**config.mk**
```make
export PLATFORM = sky130hd
export DESIGN_NAME = acq_trigger_clock_sequencer
export DESIGN_NICKNAME = d
export VERILOG_FILES = /design/src/rtl/acq_pkg.sv /design/src/rtl/acq_trigger_clock_sequencer.sv
export VERILOG_INCLUDE_DIRS = /design/src /design/src/rtl
export SDC_FILE = /design/constraint.sdc
export NUM_CORES = 1
export LEC_CHECK = 0
export BUFFER_PORTS_ARGS = -buffer_cell sky130_fd_sc_hd__buf_2
export CORE_AREA = 5 5 228 230
export DETAILED_ROUTE_END_ITERATION = 10
export DIE_AREA = 0 0 233 235
export PLACE_DENSITY = 0.76
export SLEW_MARGIN = 20
export SYNTH_ARGS = -nofsm -noshare
export SYNTH_HDL_FRONTEND = slang
export SYNTH_SLANG_ARGS = --single-unit
```
**constraint.sdc**
```tcl
create_clock -name pclk -period 8.4 [get_ports pclk]
set_input_delay 1.68 -clock pclk [delete_from_list [all_inputs] [get_ports pclk]]
set_output_delay 1.68 -clock pclk [all_outputs]
set_load 0.05 [all_outputs]
```
**src/rtl/acq_params.svh**
```systemverilog
`ifndef ACQ_PARAMS_SVH
`define ACQ_PARAMS_SVH

`define OFS_CTRL      8'h00
`define OFS_IN_CFG    8'h04
`define OFS_IN_TIME   8'h08
`define OFS_IN_COUNT  8'h0C
`define OFS_OUT_CFG   8'h10
`define OFS_OUT_TIME  8'h14
`define OFS_OUT_COUNT 8'h18
`define OFS_STATUS    8'h1C
`define OFS_IN_DONE   8'h20
`define OFS_IN_STAMP  8'h24
`define OFS_OUT_DONE  8'h28
`define OFS_OUT_STAMP 8'h2C

`define CTRL_IN_START  0
`define CTRL_IN_STOP   1
`define CTRL_OUT_START 2
`define CTRL_OUT_STOP  3

`define CFG_MODE_LSB   0
`define CFG_MODE_MSB   1
`define CFG_LIST       2
`define CFG_EXT        3
`define CFG_FIRST_CTR  4
`define CFG_LAST_LSB   8

`define CFG_RESET      32'h0000_0004
`define TIME_RESET     16'h0019
`define COUNT_RESET    32'h0000_0000
`endif

```
**src/rtl/acq_pkg.sv**
```systemverilog
package acq_pkg;
	typedef enum logic [1:0]
	{
		TRIG_OFF     = 2'h0,
		TRIG_SINGLE_START_MODE = 2'h1,
		TRIG_GATED   = 2'h2
	} trig_mode_t;

	typedef enum logic [1:0]
	{
		ST_IDLE,
		ST_ARMED,
		ST_RUN
	} seq_state_t;
endpackage

```
**src/rtl/acq_trigger_clock_sequencer.sv**
```systemverilog
`include "acq_params.svh"

////////////////////////////////////////////////////////////////////////////
module seq_engine
	import acq_pkg::*;
#(
	parameter bit IS_INPUT = 1'b1,
	parameter int CW       = 4
)
(
	input  wire logic          pclk,
	input  wire logic          presetn,
	input  wire logic          start,
	input  wire logic          stop,
	input  wire logic [1:0]    mode,
	input  wire logic          list_clock_select,
	input  wire logic          ext_en,
	input  wire logic          first_counter,
	input  wire logic [CW-1:0] last_chan,
	input  wire logic [15:0]   interval,
	input  wire logic [31:0]   count,
	input  wire logic          trig_rise,
	input  wire logic          trig_level,
	input  wire logic          clk_rise,
	output logic               active,
	output logic               strobe,
	output logic [CW-1:0]      chan,
	output logic               read_strobe,
	output logic [CW-1:0]      read_chan,
	output logic [31:0]        done,
	output logic [31:0]        stamp
);
	seq_state_t    state_reg;
	logic          fired_reg;
	logic          skip_reg;
	logic [CW-1:0] chan_reg;
	logic [15:0]   tmr_reg;
	logic [31:0]   done_reg;
	logic [31:0]   since_reg;
	logic [1:0]    pv_reg;
	logic [CW-1:0] pc0_reg;
	logic [CW-1:0] pc1_reg;
	logic          gate;
	logic          clk_ok;
	logic          boundary;
	logic          fire;
	logic          halt;
	logic          last;
	logic [CW-1:0] chan_next;
	logic [15:0]   reload;

	if (CW < 1 || CW > 8)
	begin : g_chk
		$error("seq_engine: CW out of range");
	end

	always_comb
	begin
		unique case (mode)
			TRIG_SINGLE_START_MODE: gate = fired_reg | trig_rise;
			TRIG_GATED:   gate = trig_level;
			default:      gate = 1'b1;
		endcase
	end

	// input path ignores the first external edge, output path takes it
	assign clk_ok    = ext_en ? (clk_rise & ~skip_reg) : 1'b1;
	assign boundary  = list_clock_select ? (chan_reg == '0) : 1'b1;
	assign chan_next = (chan_reg == last_chan) ? '0 : chan_reg + 1'b1;
	assign reload    = (interval == 16'h0000) ? 16'h0000 : interval - 1'b1;
	assign last      = (count != 32'h0000_0000) && (done_reg + 1'b1 == count);

	always_comb
	begin
		fire = 1'b0;
		halt = 1'b0;
		unique case (state_reg)
			ST_ARMED: fire = gate & clk_ok;
			ST_RUN:
			begin
				if (tmr_reg == 16'h0000)
				begin
					// mid-list channels ignore the gate
					fire = ~boundary | (~ext_en & gate);
					halt = ~fire;
				end
			end
			ST_IDLE: fire = 1'b0;
		endcase
	end

	always_ff @(posedge pclk or negedge presetn)
	begin
		if (!presetn)
			state_reg <= ST_IDLE;
		else if (stop)
			state_reg <= ST_IDLE;
		else if (state_reg == ST_IDLE)
		begin
			if (start)
				state_reg <= ST_ARMED;
		end
		else if (fire)
		begin
			if (last)
				state_reg <= ST_IDLE;
			else if (ext_en && (chan_next == '0 || !list_clock_select))
				state_reg <= ST_ARMED;
			else
				state_reg <= ST_RUN;
		end
		else if (halt)
			state_reg <= ST_ARMED;
	end

	always_ff @(posedge pclk or negedge presetn)
	begin
		if (!presetn)
		begin
			chan_reg <= '0;
			tmr_reg  <= 16'h0000;
			done_reg <= 32'h0000_0000;
		end
		else if (start && state_reg == ST_IDLE)
		begin
			chan_reg <= '0;
			tmr_reg  <= 16'h0000;
			done_reg <= 32'h0000_0000;
		end
		else if (fire)
		begin
			chan_reg <= chan_next;
			tmr_reg  <= reload;
			done_reg <= done_reg + 1'b1;
		end
		else if (state_reg == ST_RUN && tmr_reg != 16'h0000)
			tmr_reg <= tmr_reg - 1'b1;
	end

	always_ff @(posedge pclk or negedge presetn)
	begin
		if (!presetn)
		begin
			fired_reg <= 1'b0;
			skip_reg  <= 1'b0;
		end
		else if (start && state_reg == ST_IDLE)
		begin
			fired_reg <= 1'b0;
			skip_reg  <= IS_INPUT;
		end
		else
		begin
			if (trig_rise && state_reg != ST_IDLE)
				fired_reg <= 1'b1;
			if (clk_rise && state_reg != ST_IDLE)
				skip_reg <= 1'b0;
		end
	end

	// time base restarts at every trigger event so stamps are per event
	always_ff @(posedge pclk or negedge presetn)
	begin
		if (!presetn)
			since_reg <= 32'h0000_0000;
		else if ((start && state_reg == ST_IDLE) || trig_rise)
			since_reg <= 32'h0000_0000;
		else
			since_reg <= since_reg + 1'b1;
	end

	always_ff @(posedge pclk or negedge presetn)
	begin
		if (!presetn)
		begin
			strobe <= 1'b0;
			chan   <= '0;
			stamp  <= 32'h0000_0000;
		end
		else
		begin
			strobe <= fire;
			if (fire)
			begin
				chan  <= chan_reg;
				// the edge-aligned strobe itself counts as time zero
				stamp <= trig_rise ? 32'h0000_0000
					: since_reg + 1'b1;
			end
		end
	end

	// each conversion is read at the next strobe, or two later with first_counter, if that strobe comes; the strobes before that issue no read
	always_ff @(posedge pclk or negedge presetn)
	begin
		if (!presetn)
		begin
			pv_reg      <= 2'h0;
			pc0_reg     <= '0;
			pc1_reg     <= '0;
			read_strobe <= 1'b0;
			read_chan   <= '0;
		end
		else if (start && state_reg == ST_IDLE)
		begin
			pv_reg      <= 2'h0;
			read_strobe <= 1'b0;
		end
		else
		begin
			read_strobe <= IS_INPUT & fire &
				(first_counter ? pv_reg[1] : pv_reg[0]);
			if (fire)
			begin
				pv_reg    <= {pv_reg[0], 1'b1};
				pc0_reg   <= chan_reg;
				pc1_reg   <= pc0_reg;
				read_chan <= first_counter ? pc1_reg : pc0_reg;
			end
		end
	end

	assign active = (state_reg != ST_IDLE);
	assign done   = done_reg;
endmodule

////////////////////////////////////////////////////////////////////////////
module acq_trigger_clock_sequencer
	import acq_pkg::*;
#(
	parameter int CW = 4
)
(
	input  wire logic          pclk,
	input  wire logic          presetn,
	input  wire logic          psel,
	input  wire logic          penable,
	input  wire logic          pwrite,
	input  wire logic [7:0]    paddr,
	input  wire logic [31:0]   pwdata,
	output logic [31:0]        prdata,
	output logic               pready,
	output logic               pslverr,
	input  wire logic          in_trig_pin,
	input  wire logic          in_clk_pin,
	input  wire logic          out_trig_pin,
	input  wire logic          out_clk_pin,
	output logic               in_convert,
	output logic [CW-1:0]      in_chan,
	output logic               in_read,
	output logic [CW-1:0]      in_read_chan,
	output logic               out_update,
	output logic [CW-1:0]      out_chan
);
	logic [3:0]    sync1_reg;
	logic [3:0]    sync2_reg;
	logic [3:0]    sync3_reg;
	logic [3:0]    pin_rise;
	logic [31:0]   in_cfg_reg;
	logic [31:0]   out_cfg_reg;
	logic [15:0]   in_time_reg;
	logic [15:0]   out_time_reg;
	logic [31:0]   in_count_reg;
	logic [31:0]   out_count_reg;
	logic [3:0]    ctrl_pulse;
	logic          in_active;
	logic          out_active;
	logic [31:0]   in_done;
	logic [31:0]   in_stamp;
	logic [31:0]   out_done;
	logic [31:0]   out_stamp;
	logic          wr_en;
	logic          setup;
	logic [31:0]   rd_val;
	logic          rd_bad;

	////////////////////////////////////////////////////////////////////////
	// three stages: two to settle, the third only for edge finding
	always_ff @(posedge pclk or negedge presetn)
	begin
		if (!presetn)
		begin
			sync1_reg <= 4'h0;
			sync2_reg <= 4'h0;
			sync3_reg <= 4'h0;
		end
		else
		begin
			sync1_reg <= {out_clk_pin, out_trig_pin, in_clk_pin, in_trig_pin};
			sync2_reg <= sync1_reg;
			sync3_reg <= sync2_reg;
		end
	end

	assign pin_rise = sync2_reg & ~sync3_reg;

	////////////////////////////////////////////////////////////////////////
	assign pready = 1'b1;
	assign setup  = psel & ~penable;
	assign wr_en  = psel & penable & pwrite & ~pslverr;

	always_ff @(posedge pclk or negedge presetn)
	begin
		if (!presetn)
		begin
			in_cfg_reg    <= `CFG_RESET;
			out_cfg_reg   <= `CFG_RESET;
			in_time_reg   <= `TIME_RESET;
			out_time_reg  <= `TIME_RESET;
			in_count_reg  <= `COUNT_RESET;
			out_count_reg <= `COUNT_RESET;
		end
		else if (wr_en)
		begin
			unique case (paddr)
				`OFS_IN_CFG:    in_cfg_reg    <= pwdata;
				`OFS_OUT_CFG:   out_cfg_reg   <= pwdata;
				`OFS_IN_TIME:   in_time_reg   <= pwdata[15:0];
				`OFS_OUT_TIME:  out_time_reg  <= pwdata[15:0];
				`OFS_IN_COUNT:  in_count_reg  <= pwdata;
				`OFS_OUT_COUNT: out_count_reg <= pwdata;
				default:        ;
			endcase
		end
	end

	// start and stop are write-one pulses, never stored
	always_ff @(posedge pclk or negedge presetn)
	begin
		if (!presetn)
			ctrl_pulse <= 4'h0;
		else if (wr_en && paddr == `OFS_CTRL)
			ctrl_pulse <= pwdata[3:0];
		else
			ctrl_pulse <= 4'h0;
	end

	always_comb
	begin
		rd_bad = 1'b0;
		unique case (paddr)
			`OFS_CTRL:      rd_val = 32'h0000_0000;
			`OFS_IN_CFG:    rd_val = in_cfg_reg;
			`OFS_OUT_CFG:   rd_val = out_cfg_reg;
			`OFS_IN_TIME:   rd_val = {16'h0000, in_time_reg};
			`OFS_OUT_TIME:  rd_val = {16'h0000, out_time_reg};
			`OFS_IN_COUNT:  rd_val = in_count_reg;
			`OFS_OUT_COUNT: rd_val = out_count_reg;
			`OFS_STATUS:    rd_val = {30'h0, out_active, in_active};
			`OFS_IN_DONE:   rd_val = in_done;
			`OFS_IN_STAMP:  rd_val = in_stamp;
			`OFS_OUT_DONE:  rd_val = out_done;
			`OFS_OUT_STAMP: rd_val = out_stamp;
			default:
			begin
				rd_val = 32'h0000_0000;
				rd_bad = 1'b1;
			end
		endcase
	end

	// answer is captured in setup so the access phase needs no wait
	always_ff @(posedge pclk or negedge presetn)
	begin
		if (!presetn)
		begin
			prdata  <= 32'h0000_0000;
			pslverr <= 1'b0;
		end
		else if (setup)
		begin
			prdata  <= pwrite ? 32'h0000_0000 : rd_val;
			pslverr <= rd_bad;
		end
	end

	////////////////////////////////////////////////////////////////////////
	seq_engine #(.IS_INPUT(1'b1), .CW(CW)) u_in
	(
		.pclk              (pclk),
		.presetn           (presetn),
		.start             (ctrl_pulse[`CTRL_IN_START]),
		.stop              (ctrl_pulse[`CTRL_IN_STOP]),
		.mode              (in_cfg_reg[`CFG_MODE_MSB:`CFG_MODE_LSB]),
		.list_clock_select (in_cfg_reg[`CFG_LIST]),
		.ext_en            (in_cfg_reg[`CFG_EXT]),
		.first_counter     (in_cfg_reg[`CFG_FIRST_CTR]),
		.last_chan         (in_cfg_reg[`CFG_LAST_LSB +: CW]),
		.interval          (in_time_reg),
		.count             (in_count_reg),
		.trig_rise         (pin_rise[0]),
		.trig_level        (sync2_reg[0]),
		.clk_rise          (pin_rise[1]),
		.active            (in_active),
		.strobe            (in_convert),
		.chan              (in_chan),
		.read_strobe       (in_read),
		.read_chan         (in_read_chan),
		.done              (in_done),
		.stamp             (in_stamp)
	);

	seq_engine #(.IS_INPUT(1'b0), .CW(CW)) u_out
	(
		.pclk              (pclk),
		.presetn           (presetn),
		.start             (ctrl_pulse[`CTRL_OUT_START]),
		.stop              (ctrl_pulse[`CTRL_OUT_STOP]),
		.mode              (out_cfg_reg[`CFG_MODE_MSB:`CFG_MODE_LSB]),
		.list_clock_select (out_cfg_reg[`CFG_LIST]),
		.ext_en            (out_cfg_reg[`CFG_EXT]),
		.first_counter     (1'b0),
		.last_chan         (out_cfg_reg[`CFG_LAST_LSB +: CW]),
		.interval          (out_time_reg),
		.count             (out_count_reg),
		.trig_rise         (pin_rise[2]),
		.trig_level        (sync2_reg[2]),
		.clk_rise          (pin_rise[3]),
		.active            (out_active),
		.strobe            (out_update),
		.chan              (out_chan),
		.read_strobe       (),
		.read_chan         (),
		.done              (out_done),
		.stamp             (out_stamp)
	);
endmodule
```
Word-level counts from Yosys, hierarchy flattened --
Cells that the tools add are included.
Operators by class: add/subtract/negate cells 10, equal/unequal tests 25, mux-type cells 67, bitwise gates (word level) 28, reduce and logical (&&, ||, !) cells 56
Operator list (count):
- 32-bit one-hot mux with 11 select lines | 1
- 32-bit 2-to-1 mux | 9
- 32-bit by 1-bit adder with 32-bit output (second input constant) | 4
- 16-bit 2-to-1 mux | 8
- 32-bit equality test | 2
- 16-bit logical NOT | 4
- 32-bit nonzero test | 2
- 16-bit by 1-bit subtractor with 16-bit output (second input constant) | 4
- 8-bit by 5-bit equality test with 1-bit output (second input constant) | 4
- 8-bit by 6-bit equality test with 1-bit output (second input constant) | 4
- 2-bit 2-to-1 mux | 16
- 4-bit 2-to-1 mux | 8
- 16-bit nonzero test | 2
- 1-bit 2-to-1 mux | 21
- 2-bit AND reduction | 9
- 8-bit by 4-bit equality test with 1-bit output (second input constant) | 2
- 4-bit logical NOT | 4
- 2-bit nonzero test | 8
- 1-bit logical AND | 13
- 12-bit OR reduction | 1
- 1-bit bitwise AND | 11
- 1-bit NOT | 11
- 4-bit by 1-bit adder with 4-bit output (second input constant) | 2
- 2-bit by 1-bit equality test with 1-bit output (second input constant) | 4
- other kinds (15) | 32
Storage, ports and cells: register bits after elaboration 474, input bits 49, output and inout port bits 49, word-level logic and storage cells 223

Logic depth before layout (Yosys ltp) --
depth in word-level cells 13, depth in mapped cells 13, gate-level depth less buffers 11

Cells and area by module --
From an unflattened synthesis, not the netlist that was laid out.
Second synthesis, totals: cell total of the unflattened synthesis 2719, area total of the unflattened synthesis 26760.7 um^2
Modules (own cells, without submodules):
- acq_trigger_clock_sequencer | times used 1, cells each 853, area an instance 10381.2 um^2, sequential area each 5240.0 um^2
- seq_engine (u_in) | times used 1, cells each 955, area an instance 8391.8 um^2, sequential area each 3503.4 um^2
- seq_engine (u_out) | times used 1, cells each 911, area an instance 7987.7 um^2, sequential area each 3403.3 um^2

Worst setup path after synthesis --
OpenSTA, ideal clock, no wires.
path kind input to register, start point input paddr[7], end point register in_count_reg[10], library setup time 0.125 ns, data arrival time 3.299 ns, required time 8.275 ns, path slack 4.976 ns, stages 6, path buffers 1, cells stage by stage nor2_1 nand2_1 nor4_1 nand2_1 buf_1 mux2_2
Between the ends: cells in the longest elaborated chain, start to end 2
RTL lines:
- from (decl) | RTL line acq_trigger_clock_sequencer.sv:239 | input wire logic [7:0] paddr,
- 8-bit by 4-bit equality test with 1-bit output | RTL line acq_trigger_clock_sequencer.sv:315 | unique case (paddr)
- 2-bit AND reduction (no line)
- to (signal assigned) | RTL line acq_trigger_clock_sequencer.sv:310 | in_count_reg <= `COUNT_RESET;
- to (signal assigned) | RTL line acq_trigger_clock_sequencer.sv:320 | `OFS_IN_COUNT: in_count_reg <= pwdata;
- to (decl) | RTL line acq_trigger_clock_sequencer.sv:263 | logic [31:0] in_count_reg;
Every way passes these cells. A chain may end at the register's enable or synchronous reset.

Final worst setup path --
start point input paddr[7], end point register out_time_reg[14]
Between the ends: cells in the longest elaborated chain, start to end 2
RTL lines:
- 8-bit by 5-bit equality test with 1-bit output | RTL line acq_trigger_clock_sequencer.sv:315
- 2-bit AND reduction (no line)
- to (signal assigned) | RTL line acq_trigger_clock_sequencer.sv:309 | out_time_reg <= `TIME_RESET;
- to (signal assigned) | RTL line acq_trigger_clock_sequencer.sv:319 | `OFS_OUT_TIME: out_time_reg <= pwdata[15:0];
- to (decl) | RTL line acq_trigger_clock_sequencer.sv:262 | logic [15:0] out_time_reg;
Every way passes these cells.

==> results_dict.tcl <==
set metrics [dict create \
    synth_seq_cells 473 \
    crit_fanout 16 \
    antenna_found_initial 2 \
    ys_warn_count 0 \
    skew_ns 0.02438 \
    dp_slack_ns 4.016 \
    final_cell_area_sq_mm 0.02727 \
    root_buffer "clkbuf_16" \
    async_reset_ff_frac 1.000 \
    postCtsSetupBuffers 0 \
    cts-hold-fix-buffers 0 \
    rsz0062_at_grt "no" \
    path_clk_slew_ns 0.06 \
    rows 82 \
    cts_buffer_depth 3 \
    grt_pass1_wl_um 116300 \
    arrival_ns 4.36 \
    tritoncts "yes" \
    drive_above_1_share 0.1624 \
    areaGrowthSynthToFinish_pct 11.45 \
    cpLargestDelayFamily "simple AND/OR/NAND/NOR gates" \
    synth-compound-area-share 0.1598 \
    maxCapViolations 0 \
    top_level_ports 98 \
    synth_simple_gate_area_share 0.1702 \
    period_needed_ns 3.873 \
    synth_top_area_frac 0.4756 \
    top_layer "met5" \
    tns_ns 0 \
    initial_core_util 0.4927 \
    nets 2543 \
    stdcell_count 3191 \
    grt_pass1_vias 19845 \
    synthDistinctLibCells 80 \
    synth-edff-count 0 \
    grt_max_degree 122 \
    worstMarginPinSlew_ns 1.070 \
    clock-sinks 473 \
    cts_resized 0 \
    startpoint_type "input pin" \
    wl_per_cell_um 23.34 \
    ys_top_cells_by_area "dfrtp_1 (48%), mux2_2 (7.5%), nand2_1 (4.2%)" \
    ant_nets 0 \
    firstDrtPassIters 7 \
    cts_buffers 51 \
    synth.area.mux_share 0.07946 \
    yosysSeqAreaShare 0.4841 \
    layout_setup_ws_ns 4.527 \
    die_x_um 233 \
    leakage_uw 0.01242 \
    synthFlopType "dfrtp_1" \
    wirelength_um 74480 \
    core-area_sq_mm 0.04966 \
    htreeDepth 2 \
    syn-mean-instance-area_sq_um 9.947 \
    io_buffer_count 96 \
    fin_crit_sh 0.4611 \
    finalSetupViolCount 0 \
    grt_overflow 0 \
    die-area_sq_mm 0.05476 \
    wl_met2_um 34070 \
    hp-class "reg2reg" \
    syn_area_sq_mm 0.02447 \
    slowest_stage "nor2_1" \
    drc 0 \
    final_common_cell "dfrtp_1" \
    outcome "complete, no violations" \
    synth_largest_area_cell "dfrtp_1" \
    insertion_delay_ns 0.61 \
    via_per_inst 6.401 \
    slowest_delay_ns 0.86 \
    drt_iter0_drc 2349 \
    fmax_ghz 0.2582 \
    synth_top_family_by_area "simple AND/OR/NAND/NOR gates" \
    hold_violations 0 \
    layout_common_cells "dfrtp_1 (465), nand2_1 (272), nor2_1 (201)" \
    ir_drop_v 0.0001604 \
    crit_chain "buf_2 -> nor2_1 -> nand3b_1 -> nor2_1 -> nand2_1 -> mux2_2" \
    critPathKind "in2reg" \
    synthCells 2460 \
    gp_congestion 1.004 \
    crit_path_end_kind "flop" \
    met3_wirelength_um 7426 \
    die_h_um 235 \
    worstPathRequired_ns 8.88 \
    via_count 20427 \
    track_usage 0.2658 \
    synth-adder-area-share 0.009204 \
    place_area_sq_mm 0.02539 \
    dpl.cell_count 3095 \
    p_per_area_mw_per_mm2 239.8 \
    path_common_cell "nor2_1" \
    synth_xor_area_frac 0.06479 \
    met1_length_um 29980 \
    slew_headroom 0.2838 \
    synth_nets 2527 \
    cp.buffers_inverters 1 \
    hpwl_um 52960 \
    slew_violations 0 \
]
[logic make-up (layout without fill, tap and decap cells)]
| family | after synthesis | count (layout) |
|---|---|---|
| AO/OA/AOI/OAI | 559 | 559 |
| XOR/XNOR | 181 | 181 |
| adder cells (fa/ha/maj) | 18 | 18 |
| buffers and inverters | 191 | 249 |
| flip-flops | 473 | 473 |
| multiplexers | 174 | 174 |
| other | 1 | 2 |
| AND/OR/NAND/NOR | 863 | 863 |
[final timing paths]
path | startpoint | end | slack, ns | cells past startpoint
worst min register to register | sync1_reg[3] | sync2_reg[3] | 0.35 | 0
max in group asynchronous | presetn | sync1_reg[2] | 5.68 | 2
worst min-delay path | sync1_reg[3] | sync2_reg[3] | 0.35 | 0
min in group asynchronous | presetn | u_out.tmr_reg[4] | 1.07 | 1
worst max register to register | u_in.done[0] | u_in.state_reg[0] | 4.55 | 9
worst max-delay path | paddr[7] | out_time_reg[14] | 4.53 | 6
[Yosys cell counts (all sizes together), types with 12 or more instances]
| cell type | n |
|---|---|
| a21oi | 50 |
| a221oi | 22 |
| a222oi | 29 |
| a22o | 64 |
| a22oi | 65 |
| a31oi | 17 |
| and2 | 18 |
| and3 | 29 |
| and4 | 14 |
| buf | 44 |
| clkbuf | 113 |
| dfrtp | 465 |
| ha | 18 |
| inv | 33 |
| mux2 | 162 |
| mux2i | 12 |
| nand2 | 272 |
| nand2b | 19 |
| nand3 | 79 |
| nand3b | 13 |
| nand4 | 64 |
| nor2 | 209 |
| nor2b | 14 |
| nor3 | 47 |
| nor4 | 44 |
| o21a | 13 |
| o21ai | 161 |
| o22ai | 18 |
| o31ai | 53 |
| o41ai | 12 |
| or3 | 12 |
| xnor2 | 106 |
| xor2 | 75 |
[area by class of cell]
| cell class | count | area (sq um) |
|---|---|---|
| sequential | 473 | 11850 |
| clock buffer | 69 | 1435 |
| tap | 672 | 840.8 |
| clock inverter | 26 | 431.7 |
| inverter | 34 | 128.9 |
| fill | 4277 | 22390 |
| multi-input combinational | 1796 | 11900 |
| timing repair buffer | 120 | 683.2 |
| antenna | 1 | 2.502 |
[stage by stage]
step                  util  power [uW]  hold WS (ns)
finish              0.5492        6540        0.3520
global route        0.5491        6838        0.3605
CTS                 0.5488        6557        0.3538
detailed placement  0.5112        4049        0.3405
global placement    0.5111        3992        0.3351
floorplan                -        3672        0.3312
[power breakdown]
group / total, uW / internal, uW / switching (uW)
clock network: 2500 / 1540 / 961
logic: 1440 / 438 / 1010
registers: 2600 / 2430 / 173
[routing by layer]
layer | up-vias | global-route usage
met5 | - | 0
met4 | 4 | 0.09416
met3 | 209 | 0.05312
met2 | 1087 | 0.4136
met1 | 10105 | 0.3729
li1 | 9022 | -
Power figures use the tool's default switching activity.
